## config.mk

```make
export PLATFORM = sky130hd
export DESIGN_NAME = hub_port_link_and_status
export DESIGN_NICKNAME = d
export VERILOG_FILES = /design/src/hub_port_pkg.sv /design/src/port_link_if.sv /design/src/port_frame_tx.sv /design/src/hub_port_link_and_status.sv
export VERILOG_INCLUDE_DIRS = /design/src
export SDC_FILE = /design/constraint.sdc
export NUM_CORES = 1
export LEC_CHECK = 0
export BUFFER_PORTS_ARGS = -buffer_cell sky130_fd_sc_hd__buf_4
export CAP_MARGIN = 20
export CORE_ASPECT_RATIO = 0.75
export CORE_MARGIN = 4
export CORE_UTILIZATION = 60
export DETAILED_ROUTE_END_ITERATION = 8
export PLACE_DENSITY = 0.88
export REMOVE_ABC_BUFFERS = 1
export SLEW_MARGIN = 20
export SYNTH_ARGS = -nofsm -noshare
export SYNTH_HDL_FRONTEND = slang
export SYNTH_SLANG_ARGS = --single-unit
```

## constraint.sdc

```tcl
create_clock -name clk_sys -period 18.9 [get_ports clk_sys]
set_input_delay 2.835 -clock clk_sys [delete_from_list [all_inputs] [get_ports clk_sys]]
set_output_delay 2.835 -clock clk_sys [all_outputs]
set_load 0.02 [all_outputs]
```

## src/hub_port_consts.svh

```systemverilog
// constants of the hub port link and status block
`ifndef HUB_PORT_CONSTS_SVH
`define HUB_PORT_CONSTS_SVH
`define CLK_HZ          10000000
`define NUM_PORTS       5
`define NUM_PAIR        4
`define NUM_LAMPS       7
`define PREAMBLE_BITS   56
`define SFD_BITS        8
`define MIN_PKT_BITS    96
`define QUIET_BITS      8
`define RECOVER_EVENTS  3
`define LINK_FAIL_MS    100
`define LINK_PULSE_MS   16
`define LINK_FAIL_CYC   (`LINK_FAIL_MS * (`CLK_HZ / 1000))
`define LINK_PULSE_CYC  (`LINK_PULSE_MS * (`CLK_HZ / 1000))
`define BLINK_BIT       20
`define LFSR_SEED       7'h7f
`define REG_CTRL        8'h00
`define REG_STAT        8'h04
`define CTRL_W          6
`define CTRL_RST        6'h20
`define CTRL_LCO_LSB    0
`define CTRL_SYNC_BIT   4
`define CTRL_LOCAL_BIT  5
`define STAT_RX_LSB     0
`define STAT_LF_LSB     5
`define STAT_COL_BIT    9
`define STAT_LCOL_BIT   10
`define STAT_BUSY_LSB   11
`define SYNC_W          16
`define SYNC_RST        16'h8000
`define SY_RX           0
`define SY_LP           5
`define SY_COL          9
`define SY_SEC          10
`define SY_SHC          15
`endif

```

## src/hub_port_pkg.sv

```systemverilog
// types of the hub port link and status block
`include "hub_port_consts.svh"
package hub_port_pkg;
	typedef enum logic [1:0] {TX_IDLE, TX_PRE, TX_DATA, TX_PAD} tx_state_t;
	typedef enum logic [2:0] {
		L_OFF, L_GREEN, L_RED, L_BLINK_G, L_BLINK_R, L_ALT
	} lamp_mode_t;
	typedef struct packed {
		tx_state_t   state;
		logic [6:0]  bitCnt;
		logic        padPh;
		logic [17:0] pulseTmr;
		logic [6:0]  lfsr;
		logic [1:0]  symbol;
		logic        drive;
		logic        nrzOut;
	} engine_st_t;
	typedef struct packed {
		logic [`SYNC_W-1:0]            syncA;
		logic [`SYNC_W-1:0]            syncB;
		logic [`NUM_PORTS-1:0]         rxActive;
		logic [`NUM_PORTS-1:0]         rxPrev;
		logic [`NUM_PORTS-1:0][3:0]    quietCnt;
		logic [`NUM_PAIR-1:0]          lpPrev;
		logic [`NUM_PAIR-1:0]          linkFail;
		logic [`NUM_PAIR-1:0][19:0]    failTmr;
		logic [`NUM_PAIR-1:0][1:0]     recovCnt;
		logic                          colDrive;
		logic                          collision;
		logic                          chainHead;
		logic                          bpActN;
		logic                          bpDataN;
		logic                          bpDrvN;
		logic [20:0]                   blinkCnt;
		logic [`NUM_LAMPS-1:0]         lampLevel;
		logic [`NUM_LAMPS-1:0]         lampOen;
		logic [`CTRL_W-1:0]            ctrl;
		logic                          wrPend;
		logic                          wrCtrl;
		logic [31:0]                   rdData;
	} hub_st_t;
endpackage : hub_port_pkg

```

## src/port_link_if.sv

```systemverilog
// carrier between the hub top and one frame engine
interface port_link_if;
	logic       txEn;
	logic       txData;
	logic       txReady;
	logic       regen;
	logic       scramble;
	logic       allowTx;
	logic       pulseEn;
	logic [1:0] symbol;
	logic       drive;
	logic       nrzOut;
	logic       busy;
	modport core (output txEn, txData, regen, scramble, allowTx, pulseEn,
		input txReady, symbol, drive, nrzOut, busy);
	modport engine (input txEn, txData, regen, scramble, allowTx, pulseEn,
		output txReady, symbol, drive, nrzOut, busy);
endinterface : port_link_if

```

## src/port_frame_tx.sv

```systemverilog
// per-port frame engine: preamble, pad, scramble, manchester, link pulse
`include "hub_port_consts.svh"
module port_frame_tx
	import hub_port_pkg::*;
#(
	parameter int PULSE_CYCLES = `LINK_PULSE_CYC // idle link pulse period
) (
	input wire logic    clk_sys, // system clock
	input wire logic    rst,     // async reset, active high
	input wire logic    ce,      // clock enable
	port_link_if.engine lnk      // core-side link
);
	localparam logic [6:0] PRE_LAST = 7'(`PREAMBLE_BITS + `SFD_BITS - 1);
	localparam logic [6:0] PKT_MIN  = 7'(`MIN_PKT_BITS);
	localparam logic [6:0] PAD_LAST = 7'(`MIN_PKT_BITS - 1);
	localparam engine_st_t ENG_RST  = '{state: TX_IDLE, lfsr: `LFSR_SEED,
		padPh: 1'b1, default: '0};

	engine_st_t st_ff;
	engine_st_t nxt_st;
	logic       bitOut;
	logic       sending;
	logic       bitSent;

	always_comb begin
		nxt_st = st_ff;
		bitOut = 1'b0;
		sending = 1'b0;
		nxt_st.lfsr = {st_ff.lfsr[5:0], st_ff.lfsr[6] ^ st_ff.lfsr[5]};
		unique case (st_ff.state)
			TX_IDLE: begin
				nxt_st.bitCnt = '0;
				nxt_st.padPh = 1'b1;
				if (lnk.txEn && lnk.allowTx) begin
					nxt_st.state = lnk.regen ? TX_PRE : TX_DATA;
				end
			end
			TX_PRE: begin
				sending = 1'b1;
				// alternating bits, last one doubled to close the delimiter
				bitOut = ~st_ff.bitCnt[0] | (st_ff.bitCnt == PRE_LAST);
				nxt_st.bitCnt = st_ff.bitCnt + 7'h01;
				if (st_ff.bitCnt == PRE_LAST) begin
					nxt_st.state = TX_DATA;
				end
			end
			TX_DATA, TX_PAD: begin
				if (lnk.txEn && st_ff.state == TX_DATA) begin
					sending = 1'b1;
					bitOut = lnk.txData;
					if (st_ff.bitCnt < PKT_MIN) begin
						nxt_st.bitCnt = st_ff.bitCnt + 7'h01;
					end
				end else if (st_ff.bitCnt < PKT_MIN) begin
					// jam follows the last data bit with no idle gap
					sending = 1'b1;
					bitOut = st_ff.padPh;
					nxt_st.padPh = ~st_ff.padPh;
					nxt_st.bitCnt = st_ff.bitCnt + 7'h01;
					nxt_st.state = TX_PAD;
					if (st_ff.bitCnt == PAD_LAST) begin
						nxt_st.state = TX_IDLE;
					end
				end else begin
					nxt_st.state = TX_IDLE;
				end
			end
		endcase
		// a port that loses its link is cut off even mid-frame
		if (!lnk.allowTx && st_ff.state != TX_IDLE) begin
			nxt_st.state = TX_IDLE;
			sending = 1'b0;
		end
		bitSent = bitOut ^ (lnk.scramble & st_ff.lfsr[0]);
		nxt_st.drive = sending;
		nxt_st.nrzOut = sending & bitSent;
		// first half, second half: a one rises mid-bit
		nxt_st.symbol = sending ? (bitSent ? 2'b01 : 2'b10) : 2'b00;
		if (st_ff.state != TX_IDLE || !lnk.pulseEn) begin
			nxt_st.pulseTmr = '0;
		end else if (st_ff.pulseTmr == 18'(PULSE_CYCLES - 1)) begin
			nxt_st.pulseTmr = '0;
			nxt_st.symbol = 2'b11;
			nxt_st.drive = 1'b1;
		end else begin
			nxt_st.pulseTmr = st_ff.pulseTmr + 18'h0_0001;
		end
	end

	always_ff @(posedge clk_sys or posedge rst) begin
		if (rst) begin
			st_ff <= ENG_RST;
		end else if (ce) begin
			st_ff <= nxt_st;
		end
	end

	assign lnk.txReady = (st_ff.state == TX_DATA);
	assign lnk.busy    = (st_ff.state != TX_IDLE);
	assign lnk.symbol  = st_ff.symbol;
	assign lnk.drive   = st_ff.drive;
	assign lnk.nrzOut  = st_ff.nrzOut;
endmodule : port_frame_tx

```

## src/hub_port_link_and_status.sv

```systemverilog
// hub port framing, link supervision, collision, security and lamps
`include "hub_port_consts.svh"
module hub_port_link_and_status
	import hub_port_pkg::*;
#(
	parameter int LINK_FAIL_CYCLES  = `LINK_FAIL_CYC,  // silence timeout
	parameter int LINK_PULSE_CYCLES = `LINK_PULSE_CYC, // link pulse period
	parameter int BLINK_BIT         = `BLINK_BIT       // lamp phase bit
) (
	input  wire logic                    clk_sys,       // system clock
	input  wire logic                    rst,           // async reset
	input  wire logic                    ce,            // clock enable
	input  wire logic                    hsel,          // slave select
	input  wire logic [31:0]             haddr,         // byte address
	input  wire logic [1:0]              htrans,        // transfer type
	input  wire logic                    hwrite,        // write not read
	input  wire logic [2:0]              hsize,         // transfer size
	input  wire logic [31:0]             hwdata,        // write data
	input  wire logic                    hready,        // bus ready
	output logic                         hreadyout,     // slave ready
	output logic                         hresp,         // always okay
	output logic [31:0]                  hrdata,        // read data
	input  wire logic [`NUM_PORTS-1:0]   coreTxEn,      // core frame valid
	input  wire logic [`NUM_PORTS-1:0]   coreTxData,    // core NRZ bits
	output logic [`NUM_PORTS-1:0]        coreTxReady,   // bit taken
	input  wire logic                    coreRxEn,      // received frame
	input  wire logic                    coreRxData,    // received NRZ
	output logic                         coreRxReady,   // rx bit taken
	input  wire logic [`NUM_PORTS-1:0]   network_input_pair, // above sq.
	input  wire logic [`NUM_PAIR-1:0]    linkPulseIn,   // pulse detected
	input  wire logic                    attach_collision_pair, // col in
	input  wire logic [`NUM_PAIR-1:0]    port_scramble_in, // pair secure
	input  wire logic                    secure_attach_port_in, // shared
	input  wire logic [`NUM_PAIR-1:0]    polarityRev,   // reversed pair
	input  wire logic [`NUM_PORTS-1:0]   partitioned,   // isolated port
	input  wire logic                    rxJabber,      // attach jabber
	input  wire logic                    fifoError,     // fifo over/under
	input  wire logic                    codeViolation, // manchester err
	input  wire logic                    transceiver_jabber_lockup, // lock
	output logic [`NUM_PAIR-1:0][1:0]    pairTxSymbol,  // half-bit pairs
	output logic [1:0]                   attach_output_pair, // half bits
	output logic [`NUM_PORTS-1:0]        txDrive,       // line driven
	input  wire logic                    shared_collision_line_n_i, // lvl
	output logic                         shared_collision_line_n_o, // 0
	output logic                         shared_collision_line_n_oe_n,
	output logic                         backplane_activity_n,    // busy
	output logic                         backplane_serial_data_n, // data
	output logic                         backplane_data_drive_n,  // drive
	output logic                         chain_head_select, // first pos
	output logic [`NUM_PAIR-1:0]         pair_port_lamp,       // level
	output logic [`NUM_PAIR-1:0]         pair_port_lamp_oe_n,  // enable
	output logic                         attach_port_lamp,     // level
	output logic                         attach_port_lamp_oe_n, // enable
	output logic                         collision_fifo_lamp,  // level
	output logic                         collision_fifo_lamp_oe_n,
	output logic                         jam_violation_lamp,   // level
	output logic                         jam_violation_lamp_oe_n
);
	localparam int NENG = `NUM_PORTS + 1;
	localparam hub_st_t HUB_RST = '{linkFail: '1, ctrl: `CTRL_RST,
		syncA: `SYNC_RST, syncB: `SYNC_RST, bpActN: 1'b1, bpDataN: 1'b1,
		bpDrvN: 1'b1, lampOen: '1, default: '0};

	hub_st_t                  st_ff;
	hub_st_t                  nxt_st;
	logic [`NUM_PORTS-1:0]    rxSq;
	logic [`NUM_PAIR-1:0]     lpSync;
	logic                     colSync;
	logic [`NUM_PORTS-1:0]    secSync;
	logic                     shcSync;
	logic [`NUM_PORTS-1:0]    rxStart;
	logic [`NUM_PAIR-1:0]     linkEvt;
	logic [`NUM_PAIR-1:0]     linkCheckOff;
	logic                     syncMode;
	logic                     localMgmt;
	logic [`NUM_PORTS-1:0]    scr;
	logic                     localCol;
	logic                     blinkPh;
	logic [`NUM_PORTS-1:0]    steadyRed;
	logic [`NUM_PORTS-1:0]    steadyGreen;
	logic [NENG-1:0][1:0]     engSym;
	logic [NENG-1:0]          engDrive;
	logic [NENG-1:0]          engNrz;
	logic [NENG-1:0]          engBusy;
	logic [NENG-1:0]          engReady;
	logic                     acc;
	logic [31:0]              statVec;

	port_link_if lnk[NENG] ();

	function automatic logic [1:0] lamp_drive(lamp_mode_t m, logic ph);
		// {level, oe_n}: high is green, low is red, released is dark
		unique case (m)
			L_OFF:     lamp_drive = 2'b01;
			L_GREEN:   lamp_drive = 2'b10;
			L_RED:     lamp_drive = 2'b00;
			L_BLINK_G: lamp_drive = ph ? 2'b10 : 2'b01;
			L_BLINK_R: lamp_drive = ph ? 2'b00 : 2'b01;
			L_ALT:     lamp_drive = ph ? 2'b10 : 2'b00;
		endcase
	endfunction : lamp_drive

	// synchronised pin levels, read only from the second stage
	assign rxSq    = st_ff.syncB[`SY_RX +: `NUM_PORTS];
	assign lpSync  = st_ff.syncB[`SY_LP +: `NUM_PAIR];
	assign colSync = st_ff.syncB[`SY_COL];
	assign secSync = st_ff.syncB[`SY_SEC +: `NUM_PORTS];
	assign shcSync = st_ff.syncB[`SY_SHC];

	assign linkCheckOff = st_ff.ctrl[`CTRL_LCO_LSB +: `NUM_PAIR];
	assign syncMode     = st_ff.ctrl[`CTRL_SYNC_BIT];
	assign localMgmt    = st_ff.ctrl[`CTRL_LOCAL_BIT];
	assign rxStart      = st_ff.rxActive & ~st_ff.rxPrev;
	assign linkEvt      = rxStart[`NUM_PAIR-1:0] | (lpSync & ~st_ff.lpPrev);
	assign blinkPh      = st_ff.blinkCnt[BLINK_BIT];

	assign scr[`NUM_PAIR-1:0] = secSync[`NUM_PAIR-1:0];
	// in local mode the attach input is the head select, not security
	assign scr[`NUM_PAIR] = ~localMgmt & secSync[`NUM_PAIR];

	// two or more receivers at once, or the attach collision pair
	assign localCol = (|(st_ff.rxActive & (st_ff.rxActive - 5'h01)))
		| colSync;

	assign steadyRed   = {colSync, polarityRev};
	assign steadyGreen = {rxJabber, ~st_ff.linkFail};

	genvar g;
	generate
		for (g = 0; g < NENG; g++) begin : g_eng
			if (g < `NUM_PORTS) begin : g_port
				assign lnk[g].txEn     = coreTxEn[g];
				assign lnk[g].txData   = coreTxData[g];
				assign lnk[g].regen    = ~syncMode;
				assign lnk[g].scramble = scr[g];
				assign lnk[g].allowTx  =
					(g >= `NUM_PAIR) || !st_ff.linkFail[g % `NUM_PAIR];
				assign lnk[g].pulseEn  = (g < `NUM_PAIR);
			end else begin : g_bpl
				// rebuilt receive stream for the other repeaters
				assign lnk[g].txEn     = syncMode & coreRxEn;
				assign lnk[g].txData   = coreRxData;
				assign lnk[g].regen    = 1'b1;
				assign lnk[g].scramble = 1'b0;
				assign lnk[g].allowTx  = 1'b1;
				assign lnk[g].pulseEn  = 1'b0;
			end
			assign engSym[g]   = lnk[g].symbol;
			assign engDrive[g] = lnk[g].drive;
			assign engNrz[g]   = lnk[g].nrzOut;
			assign engBusy[g]  = lnk[g].busy;
			assign engReady[g] = lnk[g].txReady;
			port_frame_tx #(
				.PULSE_CYCLES(LINK_PULSE_CYCLES)
			) u_tx (
				.clk_sys(clk_sys),
				.rst    (rst),
				.ce     (ce),
				.lnk    (lnk[g])
			);
		end
	endgenerate

	always_comb begin
		statVec = '0;
		statVec[`STAT_RX_LSB +: `NUM_PORTS] = st_ff.rxActive;
		statVec[`STAT_LF_LSB +: `NUM_PAIR]  = st_ff.linkFail;
		statVec[`STAT_COL_BIT]              = st_ff.collision;
		statVec[`STAT_LCOL_BIT]             = st_ff.colDrive;
		statVec[`STAT_BUSY_LSB +: `NUM_PORTS] = engBusy[`NUM_PORTS-1:0];
	end

	assign acc = hsel & htrans[1] & hready;

	always_comb begin
		lamp_mode_t mode;
		mode = L_OFF;
		nxt_st = st_ff;
		nxt_st.syncA = {shared_collision_line_n_i, secure_attach_port_in,
			port_scramble_in, attach_collision_pair, linkPulseIn,
			network_input_pair};
		nxt_st.syncB = st_ff.syncA;
		nxt_st.rxPrev = st_ff.rxActive;
		nxt_st.lpPrev = lpSync;
		// receivers wake on signal, sleep after a run of quiet bits
		for (int i = 0; i < `NUM_PORTS; i++) begin
			if (rxSq[i]) begin
				nxt_st.rxActive[i] = 1'b1;
				nxt_st.quietCnt[i] = '0;
			end else if (st_ff.rxActive[i]) begin
				if (st_ff.quietCnt[i] == 4'(`QUIET_BITS - 1)) begin
					nxt_st.rxActive[i] = 1'b0;
					nxt_st.quietCnt[i] = '0;
				end else begin
					nxt_st.quietCnt[i] = st_ff.quietCnt[i] + 4'h1;
				end
			end
		end
		for (int i = 0; i < `NUM_PAIR; i++) begin
			if (linkCheckOff[i]) begin
				nxt_st.linkFail[i] = 1'b0;
				nxt_st.failTmr[i] = '0;
				nxt_st.recovCnt[i] = '0;
			end else if (!st_ff.linkFail[i]) begin
				if (linkEvt[i]) begin
					nxt_st.failTmr[i] = '0;
				end else if (st_ff.failTmr[i] ==
						20'(LINK_FAIL_CYCLES - 1)) begin
					nxt_st.linkFail[i] = 1'b1;
					nxt_st.failTmr[i] = '0;
					nxt_st.recovCnt[i] = '0;
				end else begin
					nxt_st.failTmr[i] = st_ff.failTmr[i] + 20'h0_0001;
				end
			end else if (linkEvt[i]) begin
				if (st_ff.recovCnt[i] == 2'(`RECOVER_EVENTS - 1)) begin
					nxt_st.linkFail[i] = 1'b0;
					nxt_st.failTmr[i] = '0;
				end else begin
					nxt_st.recovCnt[i] = st_ff.recovCnt[i] + 2'h1;
				end
			end
		end
		nxt_st.colDrive = localCol;
		// remote repeaters pull the shared line low on their collisions
		nxt_st.collision = localCol | ~shcSync;
		nxt_st.chainHead = localMgmt & secSync[`NUM_PAIR];
		nxt_st.bpActN = ~(|st_ff.rxActive);
		nxt_st.bpDataN = ~engNrz[`NUM_PORTS];
		nxt_st.bpDrvN = ~engDrive[`NUM_PORTS];
		nxt_st.blinkCnt = st_ff.blinkCnt + 21'h00_0001;
		for (int i = 0; i < `NUM_PORTS; i++) begin
			if (partitioned[i]) begin
				mode = L_ALT;
			end else if (st_ff.rxActive[i]) begin
				mode = L_BLINK_R;
			end else if (engBusy[i]) begin
				mode = L_BLINK_G;
			end else if (steadyRed[i]) begin
				mode = L_RED;
			end else if (steadyGreen[i]) begin
				mode = L_GREEN;
			end else begin
				mode = L_OFF;
			end
			{nxt_st.lampLevel[i], nxt_st.lampOen[i]} =
				lamp_drive(mode, blinkPh);
		end
		if (st_ff.collision) begin
			mode = L_RED;
		end else if (fifoError) begin
			mode = L_GREEN;
		end else begin
			mode = L_OFF;
		end
		{nxt_st.lampLevel[`NUM_PORTS], nxt_st.lampOen[`NUM_PORTS]} =
			lamp_drive(mode, blinkPh);
		if (transceiver_jabber_lockup) begin
			mode = L_RED;
		end else if (codeViolation) begin
			mode = L_GREEN;
		end else begin
			mode = L_OFF;
		end
		{nxt_st.lampLevel[`NUM_PORTS+1], nxt_st.lampOen[`NUM_PORTS+1]} =
			lamp_drive(mode, blinkPh);
		// bus slave: address phase latched, write lands in data phase
		nxt_st.wrPend = acc & hwrite;
		if (acc && hwrite) begin
			nxt_st.wrCtrl = (haddr[7:0] == `REG_CTRL);
		end
		if (st_ff.wrPend && st_ff.wrCtrl) begin
			nxt_st.ctrl = hwdata[`CTRL_W-1:0];
		end
		if (acc && !hwrite) begin
			if (haddr[7:0] == `REG_CTRL) begin
				nxt_st.rdData = {26'h000_0000, st_ff.ctrl};
			end else if (haddr[7:0] == `REG_STAT) begin
				nxt_st.rdData = statVec;
			end else begin
				nxt_st.rdData = '0;
			end
		end
	end

	always_ff @(posedge clk_sys or posedge rst) begin
		if (rst) begin
			st_ff <= HUB_RST;
		end else if (ce) begin
			st_ff <= nxt_st;
		end
	end

	// wait states while frozen keep the master from losing a transfer
	assign hreadyout = ce;
	assign hresp     = 1'b0;
	assign hrdata    = st_ff.rdData;

	assign coreTxReady        = engReady[`NUM_PORTS-1:0];
	assign coreRxReady        = engReady[`NUM_PORTS];
	assign pairTxSymbol       = engSym[`NUM_PAIR-1:0];
	assign attach_output_pair = engSym[`NUM_PAIR];
	assign txDrive            = engDrive[`NUM_PORTS-1:0];

	assign shared_collision_line_n_o    = 1'b0;
	assign shared_collision_line_n_oe_n = ~st_ff.colDrive;
	assign backplane_activity_n         = st_ff.bpActN;
	assign backplane_serial_data_n      = st_ff.bpDataN;
	assign backplane_data_drive_n       = st_ff.bpDrvN;
	assign chain_head_select            = st_ff.chainHead;

	assign pair_port_lamp           = st_ff.lampLevel[`NUM_PAIR-1:0];
	assign pair_port_lamp_oe_n      = st_ff.lampOen[`NUM_PAIR-1:0];
	assign attach_port_lamp         = st_ff.lampLevel[`NUM_PAIR];
	assign attach_port_lamp_oe_n    = st_ff.lampOen[`NUM_PAIR];
	assign collision_fifo_lamp      = st_ff.lampLevel[`NUM_PORTS];
	assign collision_fifo_lamp_oe_n = st_ff.lampOen[`NUM_PORTS];
	assign jam_violation_lamp       = st_ff.lampLevel[`NUM_PORTS+1];
	assign jam_violation_lamp_oe_n  = st_ff.lampOen[`NUM_PORTS+1];
endmodule : hub_port_link_and_status

```

==> results.toml <==
[pwr]
powerDensity_mw_per_mm2 = 110.2
ir_drop_v = 0.00008905
leakagePower_nw = 10.06

[global_route]
grt_usage_pct = 25.00
grt_pass1_vias = 16070
grt_max_degree = 182
antenna_found_initial = 0
grt_first_pass_wirelength_um = 79720
grt_overflow = 0

[floorplan]
die_y_um = 169.4
die_w_um = 223.2
core_mm2 = 0.03389
die_area_mm2 = 0.03780
num_rows = 58
initial_core_util_pct = 61.47
io-pin-count = 191

[detailed_routing]
post_drt_wl_per_cell_um = 18.10
ant_nets = 0
first_pass_iters = 6
via_count = 16740
avgViaCountPerCell = 6.208
finalWirelength_um = 48810
drc = 0
first_iter_violations = 1799

[synth]
ys_ff_latch = 406
synth_area_leaders = "dfrtp_1 (42%), dfstp_2 (7.3%), mux2_2 (4.3%), nand2_1 (4.1%), nor2_1 (3.9%)"
synth_ff_type = "dfrtp_1"
yosysTopAreaCell = "dfrtp_1"
ys_seq_area_share_pct = 49.11
synthArstFlopShare_pct = 100.0
syn_avg_cell_area_um2 = 9.522
synth_cell_types = 87
synth_common_cells = "dfrtp_1 (348), nand2_1 (228), nor2_1 (215), o21ai_0 (158), nand3_1 (98)"
synth.cell_area_mm2 = 0.02083
yosysWarnings = 0
synth-edff-count = 0
yosysTopAreaCellShare_pct = 41.80
synth.most_common_cell = "dfrtp_1"
synth_cells = 2188

[critical_path]
required_ns = 16.07
cp_top_family = "buffers and inverters"
cp-end-kind = "primary output"
crit_arrival_ns = 3.53
slowest_stage = "clkbuf_8"
crit_chain = "clkbuf_8 -> buf_4"
crit_buf_inv = 2
crit_type = "in -> out"
startpoint_type = "input pin"
crit_fanout = 90
cp_slowest_stage_delay_ns = 0.43

[clock_tree]
ctsHtreeMaxLevel = 2
cts_buffers = 39
root_buffer = "clkbuf_16"
cts_sinks = 406
worstSkewPairLatency_ns = 0.55
cts.reportedPaths.clkPinSlew_ns = 0.06
post_cts_resized = 0
postCtsHoldBufs = 0
cts_tree = "done"
post-cts-setup-buffers = 0
clockBufferDepth = 3

[timing]
fmax_ghz = 0.1572
slew_viol_final = 0
rsz0062_at_grt = "false"
setup_slack_ns = 12.54
fin_crit_ns = 6.363
fin_crit_sh_pct = 33.67
setup_viol = 0
hold_violations = 0
max_slew_margin_pct = 32.34
skew_ns = 0.02335
worst_slew_pin_slew_ns = 1.012
totalNegativeSetupSlack_ns = 0

[placement]
dp_hpwl_um = 31970
gp_congestion = 0.8802
port-buffer-count = 118
dp_worst_setup_slack_ns = 12.50

[finish]
fin_nets = 2358
fillCellCount = 2422
postLayoutCoreUtil_pct = 67.98
num_antenna_cells = 0
area_growth_pct = 10.58
multiInputGateArea_mm2 = 0.009637
regArea_mm2 = 0.01023
drive_gt1_share_pct = 16.38

[job]
drv_cap = 0

[worst_hold_path]
hold_path_class = "reg -> reg"

[run_status]
status = "completed"
## metal layers
layer,vias up,global-route usage [%],routed length [um]
met2,614,40.79,23340
met1,8225,34.31,20980
li1,7799,-,-
met3,105,4.046,3010
met4,0,9.295,1478
met5,-,0,0
## flip-flops by register name, summed over array words and instances (netlist names), 4 cells and up
register and cells:
linkCheckOff 4, lpSync 4, g_eng.u_tx.lnk.symbol 10, g_eng.u_tx.lnk.drive 6, lnk.scramble 4, pair_port_lamp_oe_n 4
pair_port_lamp 4, hrdata 16, g_eng.u_tx.st_ff 137, st_ff 145, rxSq 5, g_eng.u_tx.nxt_st 30
nxt_st 21
## where the power goes
part | switching [W] | total [W] | internal (W) | leakage [nW]
registers | 0.000155 | 0.00120 | 0.00104 | 5.19
clock network | 0.000337 | 0.000862 | 0.000525 | 0.691
logic | 0.000270 | 0.000478 | 0.000208 | 4.18
total | 0.000763 | 0.00254 | 0.00178 | 10.1
## through the flow
stage	area [um^2]	instances	hold slack (ns)	total power, W
6_report	23040	2697	0.4292	0.002539
5_1_grt	23040	2697	0.4567	0.002665
4_1_cts	23000	2696	0.4352	0.002541
3_5_place_dp	21590	2626	0.4089	0.001677
3_3_place_gp	21590	2626	0.4046	0.001631
2_1_floorplan	20030	2048	0.3856	0.001514
## cell type report
type                       instances  area share (%)
timing repair buffer             129           4.388
clock buffer                      57           5.062
multi-input combinational       1596           41.83
sequential                       406           44.42
tap                              450           2.444
inverter                          46          0.7875
clock inverter                    13           1.070
## cell families (layout without fill, tap and decap cells)
group / count (synthesis) / in the layout / synth area share (%)
simple gates: 841 / 841 / 19.73
compound gates: 513 / 513 / 15.22
flops: 406 / 406 / 49.11
buf+inv: 203 / 245 / 5.003
xor+xnor: 103 / 103 / 4.330
mux: 96 / 96 / 5.093
fa+ha+maj: 25 / 25 / 1.489
other cells: 1 / 18 / 0.01800
## placed cells by master (no fill, tap or decap), drive strengths merged, types with 33 or more instances in the layout
cell,n
nand3,98
a21oi,84
inv,45
dfstp,58
nor3,43
and3,50
a31oi,33
o21ai,235
dfrtp,348
buf,128
nand4,55
xnor2,39
nor2,217
nand2,228
mux2,80
xor2,64
o31ai,46
clkbuf,58
## path summary, 6_finish.rpt
path | depth (start not counted) | slack [ns] | startpoint | endpoint
max | 2 | 12.54 | ce | hreadyout
min | 1 | 0.43 | g_eng[5].u_tx.lnk.drive$_DFFE_PP0P_ | backplane_data_drive_n$_DFFE_PP1P_
max reg2reg | 5 | 16.01 | nxt_st[200]$_DFFE_PP0P_ | st_ff[163]$_DFFE_PP0P_
min reg2reg | 1 | 0.43 | g_eng[5].u_tx.lnk.drive$_DFFE_PP0P_ | backplane_data_drive_n$_DFFE_PP1P_
max in group asynchronous | 4 | 14.85 | rst | nxt_st[209]$_DFFE_PP0P_
min in group asynchronous | 2 | 2.33 | rst | g_eng[0].u_tx.st_ff[31]$_DFFE_PP0P_
Note: power is estimated with default switching activity, not from simulation.
